<file path="src/design/tctp_pkg.sv">
package tctp_pkg;
	localparam logic [7:0] CMD_START      = 8'h51;
	localparam logic [7:0] CMD_STOP       = 8'h22;
	localparam logic [7:0] CMD_READ_TEMP  = 8'hAA;
	localparam logic [7:0] CMD_FETCH_HIGH = 8'hA1;
	localparam logic [7:0] CMD_FETCH_LOW  = 8'hA2;
	localparam logic [7:0] CMD_LOAD_HIGH  = 8'h01;
	localparam logic [7:0] CMD_LOAD_LOW   = 8'h02;
	localparam logic [7:0] CMD_READ_CFG   = 8'hAC;
	localparam logic [7:0] CMD_WRITE_CFG  = 8'h0C;
	localparam logic [7:0] CMD_SOFT_POR   = 8'h54;
	localparam int CMD_BITS   = 8;
	localparam int THR_BITS   = 12;
	localparam int CFG_BITS   = 8;
	localparam int WORD_BITS  = 16;
	localparam int DONE_POS   = 7;
	localparam int THF_POS    = 6;
	localparam int TLF_POS    = 5;
	localparam int NVB_POS    = 4;
	localparam int RES_HI_POS = 3;
	localparam int RES_LO_POS = 2;
	localparam int CPU_POS    = 1;
	localparam int SHOT_POS   = 0;
	localparam logic [7:0]  CFG_RESET  = 8'h8C;
	localparam logic [11:0] HIGH_RESET = 12'h000;
	localparam logic [11:0] LOW_RESET  = 12'h000;
	localparam logic [15:0] TEMP_RESET = 16'h0000;
	localparam int CLK_HZ        = 20000000;
	localparam int CONV_TIME_US  = 93750;
	localparam int CONV_CYCLES   = int'((64'(CONV_TIME_US) * 64'(CLK_HZ)) / 64'd1000000);
	localparam int NV_TIME_US    = 10000;
	localparam int NV_CYCLES     = int'((64'(NV_TIME_US) * 64'(CLK_HZ)) / 64'd1000000);
	localparam int TIMER_W       = 25;
	typedef enum logic [3:0]
	{
		TCTP_CMD   = 4'b0001,
		TCTP_WRITE = 4'b0010,
		TCTP_READ  = 4'b0100,
		TCTP_IDLE  = 4'b1000
	} tctp_state_t;
endpackage : tctp_pkg

</file>
<file path="src/design/tctp_port.sv">
`timescale 1ns/10ps
`default_nettype none
module tctp_port
#(
	parameter int CONV_BASE = tctp_pkg::CONV_CYCLES,
	parameter int NV_BASE   = tctp_pkg::NV_CYCLES
)
(
	// clock and reset
	input  wire logic        sys_clk,
	input  wire logic        rst,
	// three-wire link
	input  wire logic        sel_pin,
	input  wire logic        sclk_pin,
	input  wire logic        dq_in,
	output logic             dq_out,
	output logic             dq_oe,
	// temperature source
	input  wire logic [15:0] temp_sample,
	// status
	output logic             converting,
	output logic             nonvolatile_busy_flag,
	output logic [7:0]       config_value,
	output logic [11:0]      high_threshold,
	output logic [11:0]      low_threshold,
	output logic [15:0]      temp_result
);
	import tctp_pkg::*;

	logic [1:0]  sel_sync;
	logic        wr_commit;
	logic [2:0]  sclk_sync;
	logic [1:0]  dq_sync;
	logic        sel_s;
	logic        sclk_rise;
	logic        sclk_fall;
	tctp_state_t state;
	logic [7:0]  cmd_shift;
	logic [3:0]  cmd_count;
	logic [11:0] wr_shift;
	logic [4:0]  bit_count;
	logic [15:0] rd_shift;
	logic [4:0]  rd_len;
	logic        cmd_done;
	logic [7:0]  cmd_full;
	logic        soft_por;
	logic        conv_continuous;
	logic [TIMER_W-1:0] conv_timer;
	logic [TIMER_W-1:0] conv_len;
	logic [TIMER_W-1:0] nv_timer;
	logic        start_req;
	logic        stop_req;
	logic        thf;
	logic        tlf;
	logic [1:0]  res_code;

	// first stage read only by the second
	always_ff @(posedge sys_clk or posedge rst)
	begin
		if (rst)
		begin
			sel_sync  <= 2'h0;
			sclk_sync <= 3'h0;
			dq_sync   <= 2'h0;
		end
		else
		begin
			sel_sync  <= {sel_sync[0], sel_pin};
			sclk_sync <= {sclk_sync[1:0], sclk_pin};
			dq_sync   <= {dq_sync[0], dq_in};
		end
	end

	assign sel_s     = sel_sync[1];
	assign sclk_rise = sel_s && sclk_sync[1] && !sclk_sync[2];
	assign sclk_fall = sel_s && !sclk_sync[1] && sclk_sync[2];
	assign cmd_full  = {dq_sync[1], cmd_shift[7:1]};
	assign cmd_done  = sclk_rise && state == TCTP_CMD && cmd_count == 4'(CMD_BITS - 1);
	assign soft_por  = cmd_done && cmd_full == CMD_SOFT_POR;
	assign start_req = cmd_done && cmd_full == CMD_START;
	assign stop_req  = cmd_done && cmd_full == CMD_STOP;
	// last needed bit of either write kind; busy must not pulse mid threshold
	assign wr_commit = sclk_rise && state == TCTP_WRITE && bit_count ==
		((cmd_shift == CMD_WRITE_CFG) ? 5'(CFG_BITS - 1) : 5'(THR_BITS - 1));
	assign res_code  = config_value[RES_HI_POS:RES_LO_POS];
	// 93.75 ms doubled per resolution step
	assign conv_len  = TIMER_W'(CONV_BASE) << res_code;

	// transaction framing and command decode
	always_ff @(posedge sys_clk or posedge rst)
	begin
		if (rst)
		begin
			state     <= TCTP_IDLE;
			cmd_shift <= 8'h00;
			cmd_count <= 4'h0;
			wr_shift  <= 12'h000;
			bit_count <= 5'h00;
		end
		else if (!sel_s)
		begin
			state     <= TCTP_CMD;
			cmd_count <= 4'h0;
			bit_count <= 5'h00;
		end
		else if (sclk_rise)
		begin
			case (state)
				TCTP_CMD:
				begin
					cmd_shift <= cmd_full;
					cmd_count <= cmd_count + 4'h1;
					bit_count <= 5'h00;
					if (cmd_count == 4'(CMD_BITS - 1))
					begin
						case (cmd_full)
							CMD_LOAD_HIGH, CMD_LOAD_LOW, CMD_WRITE_CFG:
								state <= TCTP_WRITE;
							CMD_READ_TEMP, CMD_FETCH_HIGH, CMD_FETCH_LOW, CMD_READ_CFG:
								state <= TCTP_READ;
							default:
								state <= TCTP_IDLE;
						endcase
					end
				end
				TCTP_WRITE:
				begin
					// bits past the needed count are dropped
					if (bit_count < 5'(THR_BITS))
					begin
						wr_shift  <= {dq_sync[1], wr_shift[11:1]};
						bit_count <= bit_count + 5'h01;
					end
				end
				TCTP_READ:
					state <= TCTP_READ;
				TCTP_IDLE:
					state <= TCTP_IDLE;
				default:
					state <= TCTP_IDLE;
			endcase
		end
	end

	// registers written from the link
	always_ff @(posedge sys_clk or posedge rst)
	begin
		if (rst)
		begin
			high_threshold <= HIGH_RESET;
			low_threshold  <= LOW_RESET;
			config_value   <= CFG_RESET;
			thf            <= 1'b0;
			tlf            <= 1'b0;
			nv_timer       <= '0;
			nonvolatile_busy_flag <= 1'b0;
		end
		else if (soft_por)
		begin
			high_threshold <= HIGH_RESET;
			low_threshold  <= LOW_RESET;
			config_value   <= CFG_RESET;
			thf            <= 1'b0;
			tlf            <= 1'b0;
			nv_timer       <= '0;
			nonvolatile_busy_flag <= 1'b0;
		end
		else
		begin
			if (sel_s && sclk_rise && state == TCTP_WRITE && cmd_shift != CMD_WRITE_CFG
				&& bit_count == 5'(THR_BITS - 1))
			begin
				if (cmd_shift == CMD_LOAD_HIGH)
					high_threshold <= {dq_sync[1], wr_shift[11:1]};
				else
					low_threshold <= {dq_sync[1], wr_shift[11:1]};
				nv_timer <= TIMER_W'(NV_BASE);
			end
			else if (sel_s && sclk_rise && state == TCTP_WRITE && cmd_shift == CMD_WRITE_CFG
				&& bit_count == 5'(CFG_BITS - 1))
			begin
				// done and busy are read only; flags clear by writing zero
				config_value[RES_HI_POS:SHOT_POS] <= wr_shift[8:5];
				thf      <= thf & wr_shift[11];
				tlf      <= tlf & wr_shift[10];
				nv_timer <= TIMER_W'(NV_BASE);
			end
			else if (nv_timer != '0)
				nv_timer <= nv_timer - TIMER_W'(1);
			nonvolatile_busy_flag <= (nv_timer > TIMER_W'(1)) || wr_commit;
			config_value[DONE_POS] <= !(conv_timer != '0 || start_req);
			config_value[NVB_POS]  <= nv_timer > TIMER_W'(1);
			config_value[THF_POS]  <= thf;
			config_value[TLF_POS]  <= tlf;
		end
	end

	// conversion sequencing; result taken from the analog side when a pass ends
	always_ff @(posedge sys_clk or posedge rst)
	begin
		if (rst)
		begin
			conv_timer      <= '0;
			conv_continuous <= 1'b0;
			converting      <= 1'b0;
			temp_result     <= TEMP_RESET;
		end
		else if (soft_por || stop_req)
		begin
			conv_timer      <= '0;
			conv_continuous <= 1'b0;
			converting      <= 1'b0;
			if (soft_por)
				temp_result <= TEMP_RESET;
		end
		else if (start_req)
		begin
			conv_timer      <= conv_len;
			conv_continuous <= !config_value[SHOT_POS];
			converting      <= 1'b1;
		end
		else if (conv_timer == TIMER_W'(1))
		begin
			// low bits beyond the chosen resolution read zero
			temp_result <= temp_sample & (16'hFFF0 << (2'h3 - res_code));
			conv_timer  <= conv_continuous ? conv_len : '0;
			converting  <= conv_continuous;
		end
		else if (conv_timer != '0)
			conv_timer <= conv_timer - TIMER_W'(1);
	end

	// read shifter: load after the command, drive on falling edges
	always_ff @(posedge sys_clk or posedge rst)
	begin
		if (rst)
		begin
			rd_shift <= 16'h0000;
			rd_len   <= 5'h00;
			dq_out   <= 1'b0;
			dq_oe    <= 1'b0;
		end
		else if (!sel_s)
		begin
			dq_oe  <= 1'b0;
			dq_out <= 1'b0;
		end
		else if (cmd_done)
		begin
			case (cmd_full)
				CMD_READ_TEMP:  rd_shift <= temp_result;
				CMD_FETCH_HIGH: rd_shift <= {4'h0, high_threshold};
				CMD_FETCH_LOW:  rd_shift <= {4'h0, low_threshold};
				CMD_READ_CFG:   rd_shift <= {8'h00, config_value};
				default:        rd_shift <= 16'h0000;
			endcase
			rd_len <= (cmd_full == CMD_READ_CFG) ? 5'(CFG_BITS) : 5'(WORD_BITS);
		end
		else if (state == TCTP_READ && sclk_fall)
		begin
			dq_oe    <= 1'b1;
			dq_out   <= (rd_len != 5'h00) ? rd_shift[0] : 1'b0;
			rd_shift <= {1'b0, rd_shift[15:1]};
			if (rd_len != 5'h00)
				rd_len <= rd_len - 5'h01;
		end
		else if (sclk_rise)
			dq_oe <= 1'b0;
	end

	property p_release_on_deselect;
		@(posedge sys_clk) disable iff (rst)
		!sel_s |=> !dq_oe;
	endproperty
	a_release_on_deselect: assert property (p_release_on_deselect)
		else $error("data driven while deselected");

	property p_drive_after_fall;
		@(posedge sys_clk) disable iff (rst)
		(state == TCTP_READ && sclk_fall && sel_s) |=> dq_oe;
	endproperty
	a_drive_after_fall: assert property (p_drive_after_fall)
		else $error("read bit not driven after falling edge");

	property p_release_after_rise;
		@(posedge sys_clk) disable iff (rst)
		(sclk_rise && !cmd_done) |=> !dq_oe;
	endproperty
	a_release_after_rise: assert property (p_release_after_rise)
		else $error("data line held after rising edge");

	property p_zero_fill;
		@(posedge sys_clk) disable iff (rst)
		(state == TCTP_READ && sclk_fall && sel_s && rd_len == 5'h00) |=> !dq_out;
	endproperty
	a_zero_fill: assert property (p_zero_fill)
		else $error("nonzero bit after read data");

	property p_start_runs;
		@(posedge sys_clk) disable iff (rst)
		start_req |=> converting ##1 !config_value[DONE_POS];
	endproperty
	a_start_runs: assert property (p_start_runs)
		else $error("start command did not begin conversion");

	property p_stop_halts;
		@(posedge sys_clk) disable iff (rst)
		stop_req |=> !converting && conv_timer == '0;
	endproperty
	a_stop_halts: assert property (p_stop_halts)
		else $error("stop command did not halt conversion");

	property p_por_restores;
		@(posedge sys_clk) disable iff (rst)
		soft_por |=> config_value == CFG_RESET && high_threshold == HIGH_RESET && !converting;
	endproperty
	a_por_restores: assert property (p_por_restores)
		else $error("software reset left state behind");

	property p_threshold_stable;
		@(posedge sys_clk) disable iff (rst)
		(state != TCTP_WRITE && !soft_por) |=> $stable(high_threshold) && $stable(low_threshold);
	endproperty
	a_threshold_stable: assert property (p_threshold_stable)
		else $error("threshold changed outside a full write");

	property p_busy_after_write;
		@(posedge sys_clk) disable iff (rst)
		$rose(nonvolatile_busy_flag) |-> ##2 config_value[NVB_POS];
	endproperty
	a_busy_after_write: assert property (p_busy_after_write)
		else $error("busy bit not shown after write");

	property p_done_low_while_timing;
		@(posedge sys_clk) disable iff (rst)
		(conv_timer != '0 && !soft_por) |=> !config_value[DONE_POS];
	endproperty
	a_done_low_while_timing: assert property (p_done_low_while_timing)
		else $error("done bit high during conversion");

	property p_done_high_when_idle;
		@(posedge sys_clk) disable iff (rst)
		(conv_timer == '0 && !start_req) |=> config_value[DONE_POS];
	endproperty
	a_done_high_when_idle: assert property (p_done_high_when_idle)
		else $error("done bit low with no conversion");

	property p_busy_while_timer;
		@(posedge sys_clk) disable iff (rst)
		(nv_timer > TIMER_W'(1) && !soft_por) |=> nonvolatile_busy_flag && config_value[NVB_POS];
	endproperty
	a_busy_while_timer: assert property (p_busy_while_timer)
		else $error("busy not shown while cell write runs");
endmodule : tctp_port
`default_nettype wire

</file>
<file path="config.mk">
export PLATFORM = sky130hd
export DESIGN_NAME = tctp_port
export DESIGN_NICKNAME = d
export VERILOG_FILES = /design/src/design/tctp_pkg.sv /design/src/design/tctp_port.sv
export SDC_FILE = /design/constraint.sdc
export NUM_CORES = 1
export LEC_CHECK = 0
export ABC_AREA = 1
export ABC_CLOCK_PERIOD_IN_PS = 12400
export BUFFER_PORTS_ARGS = -buffer_cell sky130_fd_sc_hd__buf_2
export CORE_MARGIN = 3
export CORE_UTILIZATION = 50
export CTS_CLUSTER_DIAMETER = 40
export DETAILED_ROUTE_END_ITERATION = 10
export PLACE_DENSITY = 0.72
export SETUP_SLACK_MARGIN = 0.02
export SLEW_MARGIN = 20
export SYNTH_ARGS = -nofsm -noshare
export SYNTH_HDL_FRONTEND = slang
export SYNTH_SLANG_ARGS = --single-unit
</file>
<file path="constraint.sdc">
create_clock -name sys_clk -period 12.4 [get_ports sys_clk]
set_clock_uncertainty 0.1 [all_clocks]
set_input_delay 0.62 -clock sys_clk [delete_from_list [all_inputs] [get_ports sys_clk]]
set_output_delay 0.62 -clock sys_clk [all_outputs]
set_load 0.01 [all_outputs]
</file>
; ---- Word-level counts from Yosys, hierarchy flattened
; Cells that the tools add are included.
[classes]
add_sub_neg = 6
magnitude_cmp = 2
n_eq_ne = 34
n_shift = 2
n_mux = 62
bitwise_logic = 3
n_reduce_logical = 53
[op_table]
columns = operator, n
row1 = $mux W25, 9
row2 = $mux W16, 6
row3 = $mux W12, 6
row4 = $pmux W16 S4, 1
row5 = $reduce_bool A25 Y1, 2
row6 = $sub A25 B1 Y25 const B, 2
row7 = $mux W4, 9
row8 = $mux W5, 7
row9 = $eq A8 B8 Y1 const B, 4
row10 = $eq A25 B1 Y1 const B, 1
row11 = $gt A25 B1 Y1 const B, 1
row12 = $shl A21 B2 Y25 const A, 1
row13 = $mux W1, 20
row14 = $logic_and A1 B1 Y1, 18
row15 = $and A16 B16 Y16, 1
row16 = $eq A8 B1 Y1 const B, 2
row17 = $eq A8 B4 Y1 const B, 2
row18 = $eq A8 B7 Y1 const B, 2
row19 = $shl A16 B2 Y16 const A, 1
row20 = $reduce_and A3 Y1, 5
row21 = $reduce_and A2 Y1, 7
row22 = $reduce_bool A2 Y1, 7
row23 = $pmux W4 S3, 1
row24 = $ne A2 B2 Y1 const B, 5
row25 = 29 further kinds, 42
[word_totals]
regBits = 166
inputBits = 21
output_inout_bits = 52
word_cells = 186

; ---- Logic depth before layout (Yosys ltp)
; Gate-level depths: netlist of run 1.
[depth]
ltp_word = 9
depth_mapped = 13
ltp_nobuf = 12

; ---- Worst setup path before layout of run 1
; OpenSTA, ideal clock, no wires.
[synth_timing]
path_kind = register to register
from = register cmd_count[0]
to = register temp_result[10]
setup_time_ns = 0.117
t_arrival_ns = 1.573
slack_ns = 10.610
path_stages_with_launch = 13
path_buffers = 1
period_less_slack_ns = 1.790
path_cell_list = dfrtp_1 -> ha_1 -> nand2_1 -> nor2_2 -> inv_1 -> nor2_8 -> nand2_1 -> nand2_1 -> nor2_4 -> nor2_8 -> buf_6 -> nand2_1 -> nand2_1
[synth_via]
elab_chain_cells = 6
word_cells_on_any_way = 11
classes_between = eq/ne (3) / mux (1) / reduce/logical (7)
[synth_lines]
columns = item, line_no
row1 = "start, declared", tctp_port.sv:39  ; logic [3:0] cmd_count;
row2 = "start signal, assigned", tctp_port.sv:112  ; cmd_count <= cmd_count + 4'h1;
row3 = $eq A4 B3 Y1 *, tctp_port.sv:78  ; assign cmd_done = sclk_rise && state == TCTP_CMD && cmd_count == 4'(CMD_BITS - 1);
row4 = $logic_and A1 B1 Y1 *, tctp_port.sv:78
row5 = "$logic_and A1 B1 Y1, on equally long branches", "tctp_port.sv:79, tctp_port.sv:81"
row6 = $logic_or A1 B1 Y1, tctp_port.sv:208  ; else if (soft_por || stop_req)
row7 = "$ne A2 B1 Y1 (no line), or another cell as far along", --
row8 = $reduce_and A3 Y1 (no line), --
row9 = "end signal, assigned", tctp_port.sv:225  ; temp_result <= temp_sample & (16'hFFF0 << (2'h3 - res_code));
row10 = "end, declared", tctp_port.sv:26  ; output logic [15:0] temp_result
; Mark *: on every way between the ends. The rest lies on a longest branch, timed or not.
; A chain may end at the register's enable or synchronous reset.

; ---- Worst setup path after layout of run 1
[layout_timing]
from = register sel_sync[1]
to = register temp_result[5]
[layout_via]
elab_chain_cells = 8
word_cells_on_any_way = 13
classes_between = eq/ne (2) / mux (1) / reduce/logical (10)
[layout_lines]
columns = item, line_no
row1 = "start, declared", tctp_port.sv:30  ; logic [1:0] sel_sync;
row2 = "start signal, assigned", tctp_port.sv:68  ; sel_sync <= {sel_sync[0], sel_pin};
row3 = $logic_and A1 B1 Y1 * (2 in a row), tctp_port.sv:75  ; assign sclk_rise = sel_s && sclk_sync[1] && !sclk_sync[2];
row4 = $logic_and A1 B1 Y1 * (2 in a row), tctp_port.sv:78
row5 = "$logic_and A1 B1 Y1, on equally long branches", "tctp_port.sv:79, tctp_port.sv:81"
row6 = $logic_or A1 B1 Y1, tctp_port.sv:208
row7 = "$ne A2 B1 Y1 (no line), or another cell as far along", --
row8 = $reduce_and A3 Y1 (no line), --
; Marks and branches as above.

==> results.cfg, run 1 <==
[global_routing]
grt_use_total_pct = 23.95
grt_overflow = 0
grt_use_met2_pct = 36.27
antenna_found_initial = 0
grt_use_met1_pct = 34.75
grt_pass1_vias = 7500
grtUsageMet3_pct = 5.936
grt_max_degree = 83
gr-max-usage-layer = met2
grt_pass1_wl_um = 38340

[die]
core_mm2 = 0.01760
initial_core_util_pct = 51.96
rows = 48
die_w_um = 141.2
ios = 73
die_area_mm2 = 0.01995
die_height_um = 141.2

[clock_network]
cts-root-buf = clkbuf_16
clk_pin_slew_ns = 0.07
postCtsSetupRepairBufs = 0
hold_buffers = 0
h-tree-depth = 4
clock-sinks = 161
cts_resized = 0
cts_made_buffers = 17
cts_tree = yes
clk_latency_ns = 0.43
cts_buffer_depth = 2

[sta]
period_needed_ns = 3.002
finalHoldViolCount = 0
fmax_mhz = 333.1
worst_slack_ns = 9.398
fin_crit_sh_pct = 24.21
worst_pin_slew_ns = 1.123
grt_setup_unrepaired = no
finalSetupTns_ns = 0
hold-worst-slack_ns = 0.1916
setup_viol = 0
max_slew_margin_pct = 24.86
drv_slew = 0

[worst_setup_path]
cp_top_family = simple AND/OR/NAND/NOR gates
slowest_delay_ns = 0.66
startpoint_type = flop
criticalPathCategory = flop to flop
critPathBufInv = 2
cp-end-kind = flop
cp.required_ns = 12.60
slowest_stage = dfrtp_1
cp.arrival_ns = 3.21
cp_cell_sequence = nand2_2, nor2_4, nand3_4, nor2_8, nand2_2, buf_4, inv_1, nor2_8, nand2_1, o21ai_0
path_max_fanout = 34

[finish]
fin_util_pct = 57.38
area_growth_pct = 10.43
final_common_cell = nand2_1
n_antenna_cell = 0
layout_common_cells = nand2_1 (283), nor2_1 (188), dfrtp_1 (157)
final_nets = 1283
drive_gt1_share_pct = 14.14

[job]
cap_violations = 0

[placement]
pre_cts_slack_ns = 9.463
dp_hpwl_um = 16870
gp_congestion = 0.9098
port_buffers = 64

[power_and_ir_drop]
vdd_ir_drop_max_v = 0.0001749
power.switching_uw = 394.1
power_uw = 1306
p_leak_uw = 0.005462
power_density_mw_per_mm2 = 129.3
swShare_pct = 30.18
power_frac_seq_pct = 44.4
p_comb_share_pct = 16.0
internal_power_uw = 911.7
power_frac_clock_pct = 39.7

[logic_synthesis]
synth_cell_type_count = 46
syn_area_per_cell_um2 = 7.639
yosys_warnings = 0
netlist_area_mm2 = 0.009144
synth-main-ff-cell = dfrtp_1
yosys.area.top_type_share_pct = 42.97
ys_seq_area_share_pct = 44.12
synth_top_cells_by_area = dfrtp_1 (43%), nand2_1 (12%), nor2_1 (7.7%)
synth_top_cell_by_area = dfrtp_1
syn-instance-count = 1197
synth_seq_cells = 161
ys_async_sr_fraction_pct = 100.0
synth_edf_count = 0

[routing]
totalWireLength_um = 23350
routed_via_density = 5.443
dr_total_vias = 8077
ant_nets = 0
firstDrtPassIters = 5
drc = 0
wl_per_cell_um = 15.73
drt_iter0_drc = 639

[run_status]
status = finished, final reports clean

[hold_path]
hp-class = primary input to flop
flip-flops by register name, summed over array words and instances (netlist names), 5 cells and up:
name / flops
nv_timer: 25
config_value: 8
rd_len: 5
conv_timer: 25
cmd_shift: 8
low_threshold: 12
rd_shift: 16
high_threshold: 12
bit_count: 5
temp_result: 12
wr_shift: 11
routing by layer:
layer  up-vias  routed length (µm)
met3        20                1661
met1      3816               10900
li1       3977                   -
met5         -                   0
met2       264               10490
met4         0                 293
power groups by stage:
stage | clock network (µW) | logic, µW | registers [µW]
final | 518 | 209 | 579
after global routing | 549 | 241 | 583
after CTS | 525 | 208 | 579
after detailed placement | 0 | 208 | 589
after global placement | 0 | 203 | 589
after floorplan | 0 | 147 | 591
Yosys cell counts (5+ instances only):
cell	count
nand2_1	283
nor2_1	188
dfrtp_1	157
nand3_1	115
inv_1	108
o21ai_0	65
a21oi_1	53
nand4_1	30
ha_1	16
o21ai_2	16
xor2_1	15
buf_4	14
buf_2	13
nand2_2	10
nor2_2	10
inv_2	9
nor2_4	9
nor3_1	8
clkbuf_1	7
o21ai_1	7
nand3_2	6
nand3b_1	6
xnor2_1	6
buf_6	5
cell type report:
type	count	area [µm²]
fill	1618	7500
sequential	161	4034
clock buffer	17	425.4
inverter	117	444.2
timing repair buffer	66	335.3
clock inverter	15	147.6
multi-input combinational	883	4429
tap	225	281.5
logic make-up after synthesis:
group / Yosys count / share of synthesized area (%)
AOI/OAI and AO/OA: 158 / 9.756
xor gates and xnor gates: 21 / 2.012
adders and majority gates: 16 / 2.189
buffers and inverters: 156 / 7.567
DFF: 161 / 44.12
other: 1 / 0.04101
and+or+nand+nor: 684 / 34.32
worst reg2reg max path: cells and delay by family (launching register included):
family,cells,cell delay (ns)
flip-flops,1,0.66
buffers and inverters,2,0.77
AO/OA/AOI/OAI,1,0.07
AND/OR/NAND/NOR,7,1.28
through the flow:
step           std cells  instance area, µm²
2_1_floorplan       1200                9155
3_3_place_gp        1452                9524
3_5_place_dp        1452                9524
4_1_cts             1484               10100
5_1_grt             1484               10100
6_report            1484               10100
final timing paths:
check / startpoint / to / slack [ns] / depth (start not counted)
worst max-delay path: sel_sync[1] / temp_result[5] / 9.40 / 10
worst min-delay path: dq_in / dq_sync[0] / 0.19 / 1
worst max register to register: sel_sync[1] / temp_result[5] / 9.40 / 10
worst min register to register: sclk_sync[0] / sclk_sync[1] / 0.25 / 0
max in group asynchronous: rst / nv_timer[4] / 10.53 / 3
min in group asynchronous: rst / rd_shift[13] / 0.21 / 2
Note: power is estimated with default switching activity, not from simulation.
==> run 2, diff against run 1 <==
ABC_CLOCK_PERIOD_IN_PS = 2510   (was 12400)
PLACE_DENSITY = 0.75   (was 0.72)
clock period = 2.51 ns   (was 12.4 ns; I/O delays follow)
==> run 2 against run 1 <==
  * Clock-buffer cell count increased by 2
  * Non-clock buffer count increased by 36
  * Clock power increased to 5.1 times the previous value
  * Fmax increased by 35%
  * Global-route usage increased by 0.24 points
  * Hold slack got worse by 0.12 ns
  * Flip-flop and latch count unchanged
==> results.cfg, run 2 (synthesis gave the netlist of run 1 again) <==
[worst_setup_path]
slowest_stage = dfrtp_1
startpoint_type = flop
critPathBufInv = 2
cp.arrival_ns = 2.41
cp_cell_sequence = ha_1, nand2_1, nor2_2, inv_1, nor2_8, nand2_2, buf_4, o21ai_2, o21ai_0
cp.required_ns = 2.69
criticalPathCategory = flop to flop
cp-end-kind = flop
slowest_delay_ns = 0.39
cp_top_family = simple AND/OR/NAND/NOR gates
path_max_fanout = 21

[die]
die_height_um = 141.2
rows = 48
die_w_um = 141.2
die_area_mm2 = 0.01995
initial_core_util_pct = 51.96
core_mm2 = 0.01760
ios = 73

[finish]
layout_common_cells = nand2_1 (283), nor2_1 (188), dfrtp_1 (157)
reg.largest.list = conv_timer: 25 flops, nv_timer: 25 flops, rd_shift: 16 flops
final_nets = 1319
drive_gt1_share_pct = 15.21
fillCellCount = 1541
final_cell_area_mm2 = 0.01044
n_antenna_cell = 0
fin_util_pct = 59.34
area_growth_pct = 14.19
stdcell_count = 1520
final_common_cell = nand2_1

[power_and_ir_drop]
vdd_ir_drop_max_v = 0.0005298
power_frac_clock_pct = 39.9
swShare_pct = 29.18
p_leak_uw = 0.005632
power_density_mw_per_mm2 = 628.3
power.switching_uw = 1914
power_frac_seq_pct = 43.6
internal_power_uw = 4646
p_comb_share_pct = 16.5

[placement]
gp_congestion = 0.9038
placedInstanceArea_mm2 = 0.009686
dp_hpwl_um = 17300
placedCellCount = 1472
port_buffers = 64

[sta]
finalSetupTns_ns = 0
finalHoldViolCount = 0
hold-worst-slack_ns = 0.07657
fmax_mhz = 448.8
worst_pin_slew_ns = 0.6878
setup_viol = 0
drv_slew = 0
fin_crit_sh_pct = 88.78
period_needed_ns = 2.228
max_slew_margin_pct = 54.15
grt_setup_unrepaired = no

[run_status]
status = finished, final reports clean

[clock_network]
clk_pin_slew_ns = 0.07
cts_made_buffers = 17
clk_latency_ns = 0.43
cts_resized = 0
postCtsSetupRepairBufs = 0
h-tree-depth = 4
cts-root-buf = clkbuf_16
clock-sinks = 161
cts_buffer_depth = 2
cts_tree = yes

[global_routing]
grt_pass1_vias = 7755
antenna_found_initial = 0
grt_use_total_pct = 24.19
grt_pass1_wl_um = 38950
grt_overflow = 0
grt_max_degree = 126

[hold_path]
hp-class = primary input to asynchronous set/reset pin

[routing]
firstDrtPassIters = 6
dr_total_vias = 8206
routed_via_density = 5.399
ant_nets = 0
wl_per_cell_um = 15.44
totalWireLength_um = 23480
drt_iter0_drc = 768
drc = 0

[job]
cap_violations = 0
-- run 2: changes by cell type in the layout (fill, tap and decap cells not counted), moves of 2 or more --
| cell | previous run | this run |
|---|---|---|
| inv_6 | 7 | 3 |
| clkinv_4 | 2 | 4 |
| buf_4 | 2 | 21 |
| dlygate4sd3_1 | 0 | 16 |
-- run 2: power groups by stage --
stage | Sequential, µW | Combinational (µW) | Clock (µW)
global route | 2880 | 1220 | 2760
CTS | 2860 | 1080 | 2660
detailed placement | 2910 | 1050 | 0
floorplan | 2920 | 727 | 0
finish | 2860 | 1080 | 2620
global placement | 2900 | 1030 | 0
-- run 2: cell type report --
type / count / area, µm² / share of cell area (%)
multi-input combinational: 883 / 4429 / 42.42
sequential: 161 / 4034 / 38.63
timing repair buffer: 102 / 658.1 / 6.303
clock buffer: 19 / 442.9 / 4.242
inverter: 117 / 442.9 / 4.242
tap: 225 / 281.5 / 2.696
clock inverter: 13 / 152.6 / 1.462
-- run 2: per-stage QoR --
step	power, µW	setup WS [ns]
2_1_floorplan	3647	0.2449
3_3_place_gp	3930	0.3886
3_5_place_dp	3961	0.3222
4_1_cts	6594	0.2805
5_1_grt	6867	0.1027
6_report	6560	0.2817
-- run 2: path summary, 6_finish.rpt --
kind,from,endpoint,slack (ns),depth (start not counted)
min in group sys_clk,dq_in,dq_sync[0],0.24,2
max in group asynchronous,rst,nv_timer[14],1.30,4
hold / removal,rst,rd_shift[13],0.08,3
hold reg to reg,dq_sync[0],dq_sync[1],0.25,0
setup reg to reg,cmd_count[1],high_threshold[7],0.28,9
setup / recovery,cmd_count[1],high_threshold[7],0.28,9
-- run 2: tightest hold or removal path, cell delays in order --
cell,delay (ns)
dlygate4sd3_1,0.53
buf_2,0.13
clkinvlp_4,0.19
-- run 2: routing by layer --
layer  share of wire (%)  global-route usage, %  vias up  wire length (µm)
met5                   0                      0        -                 0
met3                 7.2                  4.478       34              1698
li1                    -                      -     4043                 -
met2                  46                  38.12      296             10700
met1                  45                  34.40     3833             10670
met4                 1.7                  6.731        0               410
-- run 2: what timing repair did --
item                                   CTS  global route
endpoints found under the hold margin   52             0
setup endpoints to repair                0             0
hold buffers                            16             0
==> run 3, diff against run 2 <==
CAP_MARGIN = 10   (was unset)
CELL_PAD_IN_SITES_DETAIL_PLACEMENT = 1   (was unset)
CELL_PAD_IN_SITES_GLOBAL_PLACEMENT = 1   (was unset)
CORE_UTILIZATION = 41   (was 50)
PLACE_DENSITY = 0.81   (was 0.75)
==> run 3 against run 2 <==
  * Sequential power about the same
  * Sequential share of layout area decreased by 0.50 points
  * Clock-buffer cell count decreased by 2
  * Via count is 3.5% higher
  * Cell count up 3.8%
  * Register-to-register slack worse by 0.09 ns
  * Final area increased by 1.3%
  * Non-clock buffer count up 2
  * Critical endpoint is now conv_timer[21]
  * Largest cell class unchanged
  * Largest power group unchanged
==> results.cfg, run 3 (synthesis gave the netlist of run 1 again) <==
[finish]
n_antenna_cell = 0
layout_common_cells = nand2_1 (283), nor2_1 (188), dfrtp_1 (157)
ff_latch_area_mm2 = 0.004034
drive_gt1_share_pct = 15.42
area_growth_pct = 15.68
multi_input_area_mm2 = 0.004429
final_common_cell = nand2_1
fillCellCount = 2756
final_nets = 1321
reg.largest.list = conv_timer: 25 flops, nv_timer: 25 flops, rd_shift: 16 flops

[routing]
totalWireLength_um = 29020
routed_via_density = 5.387
ant_nets = 0
wl_per_cell_um = 18.40
firstDrtPassIters = 6
dr_total_vias = 8496
drt_iter0_drc = 503
met2_length_um = 14230
m1WireLength_um = 13170
dr.max_layer_used = met4
wl_met3_um = 1135
drc = 0

[die]
initial_core_util_pct = 41.77
die_w_um = 155.3
core_mm2 = 0.02189
die_area_mm2 = 0.02413
ios = 73
rows = 54
die_height_um = 155.3

[sta]
fin_crit_sh_pct = 92.53
worst_pin_slew_ns = 0.7773
hold-worst-slack_ns = 0.2106
finalSetupTns_ns = 0
max_slew_margin_pct = 48.07
setup_viol = 0
finalHoldViolCount = 0
grt_setup_unrepaired = no
period_needed_ns = 2.322
drv_slew = 0
fmax_mhz = 430.6

[power_and_ir_drop]
p_leak_uw = 0.005662
vdd_ir_drop_max_v = 0.0004158
power_density_mw_per_mm2 = 633.8
power_uw = 6705

[worst_setup_path]
cp.arrival_ns = 2.60
path_max_fanout = 7
r2r_slack_ns = 0.19
cp_top_family = simple AND/OR/NAND/NOR gates
startpoint_type = flop
crit_top_cell = nor2_1
cp.required_ns = 2.78
rr_worst_depth = 9
cp_cell_sequence = nor2_1, nand2_1, nor2_4, inv_1, nor2_1, nor2_1, nand2_2, nand3_1, nor2_1
cp-end-kind = flop
critPathBufInv = 1
criticalPathCategory = flop to flop
slowest_stage = dfrtp_1
slowest_delay_ns = 0.43
r2r_start = conv_timer[16]
reg2reg_to = conv_timer[21]

[clock_network]
cts_tree = yes
cts_made_buffers = 17
postCtsSetupRepairBufs = 0
clk_pin_slew_ns = 0.08
cts_resized = 0
cts_buffer_depth = 2
hold_buffers = 16
clock-sinks = 161
h-tree-depth = 4
cts-root-buf = clkbuf_16
clk_latency_ns = 0.45

[placement]
port_buffers = 64
gp_congestion = 0.8602
dp_hpwl_um = 21290

[job]
cap_violations = 0

[run_status]
status = finished, final reports clean

[hold_path]
hold_path_depth = 2
worstHoldStart = dq_in
min_to = dq_sync[0]
hp-class = primary input to flop

[global_routing]
grt_pass1_vias = 8893
antenna_found_initial = 0
grt_pass1_wl_um = 47310
grt_max_degree = 53
grt_overflow = 0
grt_use_total_pct = 24.44
-- run 3: changes by cell type in the layout (fill, tap and decap cells not counted), moves of 2 or more --
| cell | change |
|---|---|
| clkinv_4 | -3 |
| buf_12 | +3 |
| bufinv_16 | -2 |
| clkinv_8 | +5 |
| inv_6 | -2 |
| inv_8 | +6 |
-- run 3: stage by stage --
stage / utilization, % / setup slack (ns) / instance area (µm²) / instances
global route: 48.32 / 0.06130 / 10580 / 1577
finish: 48.32 / 0.1876 / 10580 / 1577
global placement: 44.80 / 0.4019 / 9807 / 1529
floorplan: - / 0.2449 / 9159 / 1200
detailed placement: 44.80 / 0.3100 / 9807 / 1529
CTS: 48.32 / 0.2519 / 10580 / 1577
-- run 3: power by group --
| group | leakage [µW] | total [µW] | internal, µW | switching [µW] |
|---|---|---|---|---|
| combinational | 0.00322 | 1140 | 399 | 738 |
| clock | 0.000295 | 2700 | 1360 | 1340 |
| sequential | 0.00214 | 2870 | 2740 | 130 |
| total | 0.00566 | 6700 | 4500 | 2210 |
-- run 3: final cells by class --
class / instances / area share (%)
sequential: 161 / 38.14
inverter: 117 / 4.187
clock buffer: 17 / 4.022
multi-input combinational: 883 / 41.87
clock inverter: 15 / 1.751
timing repair buffer: 104 / 6.719
tap: 280 / 3.312
-- run 3: worst reg2reg max path, cell delays in order (launching register included) --
cell and delay (ns):
dfrtp_1 0.43, nor2_1 0.19, nand2_1 0.16, nor2_4 0.27, inv_1 0.13, nor2_1 0.35, nor2_1 0.11, nand2_2 0.18
nand3_1 0.20, nor2_1 0.14
-- run 3: per-layer routing --
layer / vias to the layer above / GRT usage, %
met5: - / 0
met4: 0 / 6.419
met3: 36 / 3.755
met2: 163 / 41.22
met1: 4258 / 32.96
li1: 4039 / -
-- run 3: how the worst max path moves through the flow --
stage | startpoint | endpoint | slack (ns) | cells after the start
4_1_cts | conv_timer[16] | conv_timer[21] | 0.25 | 9
6_report | conv_timer[16] | conv_timer[21] | 0.19 | 9
3_3_place_gp | state[2] | high_threshold[0] | 0.40 | 6
2_1_floorplan | rst | bit_count[0] | 0.24 | 1
3_5_place_dp | state[2] | high_threshold[9] | 0.31 | 6
5_1_grt | conv_timer[16] | conv_timer[13] | 0.06 | 9
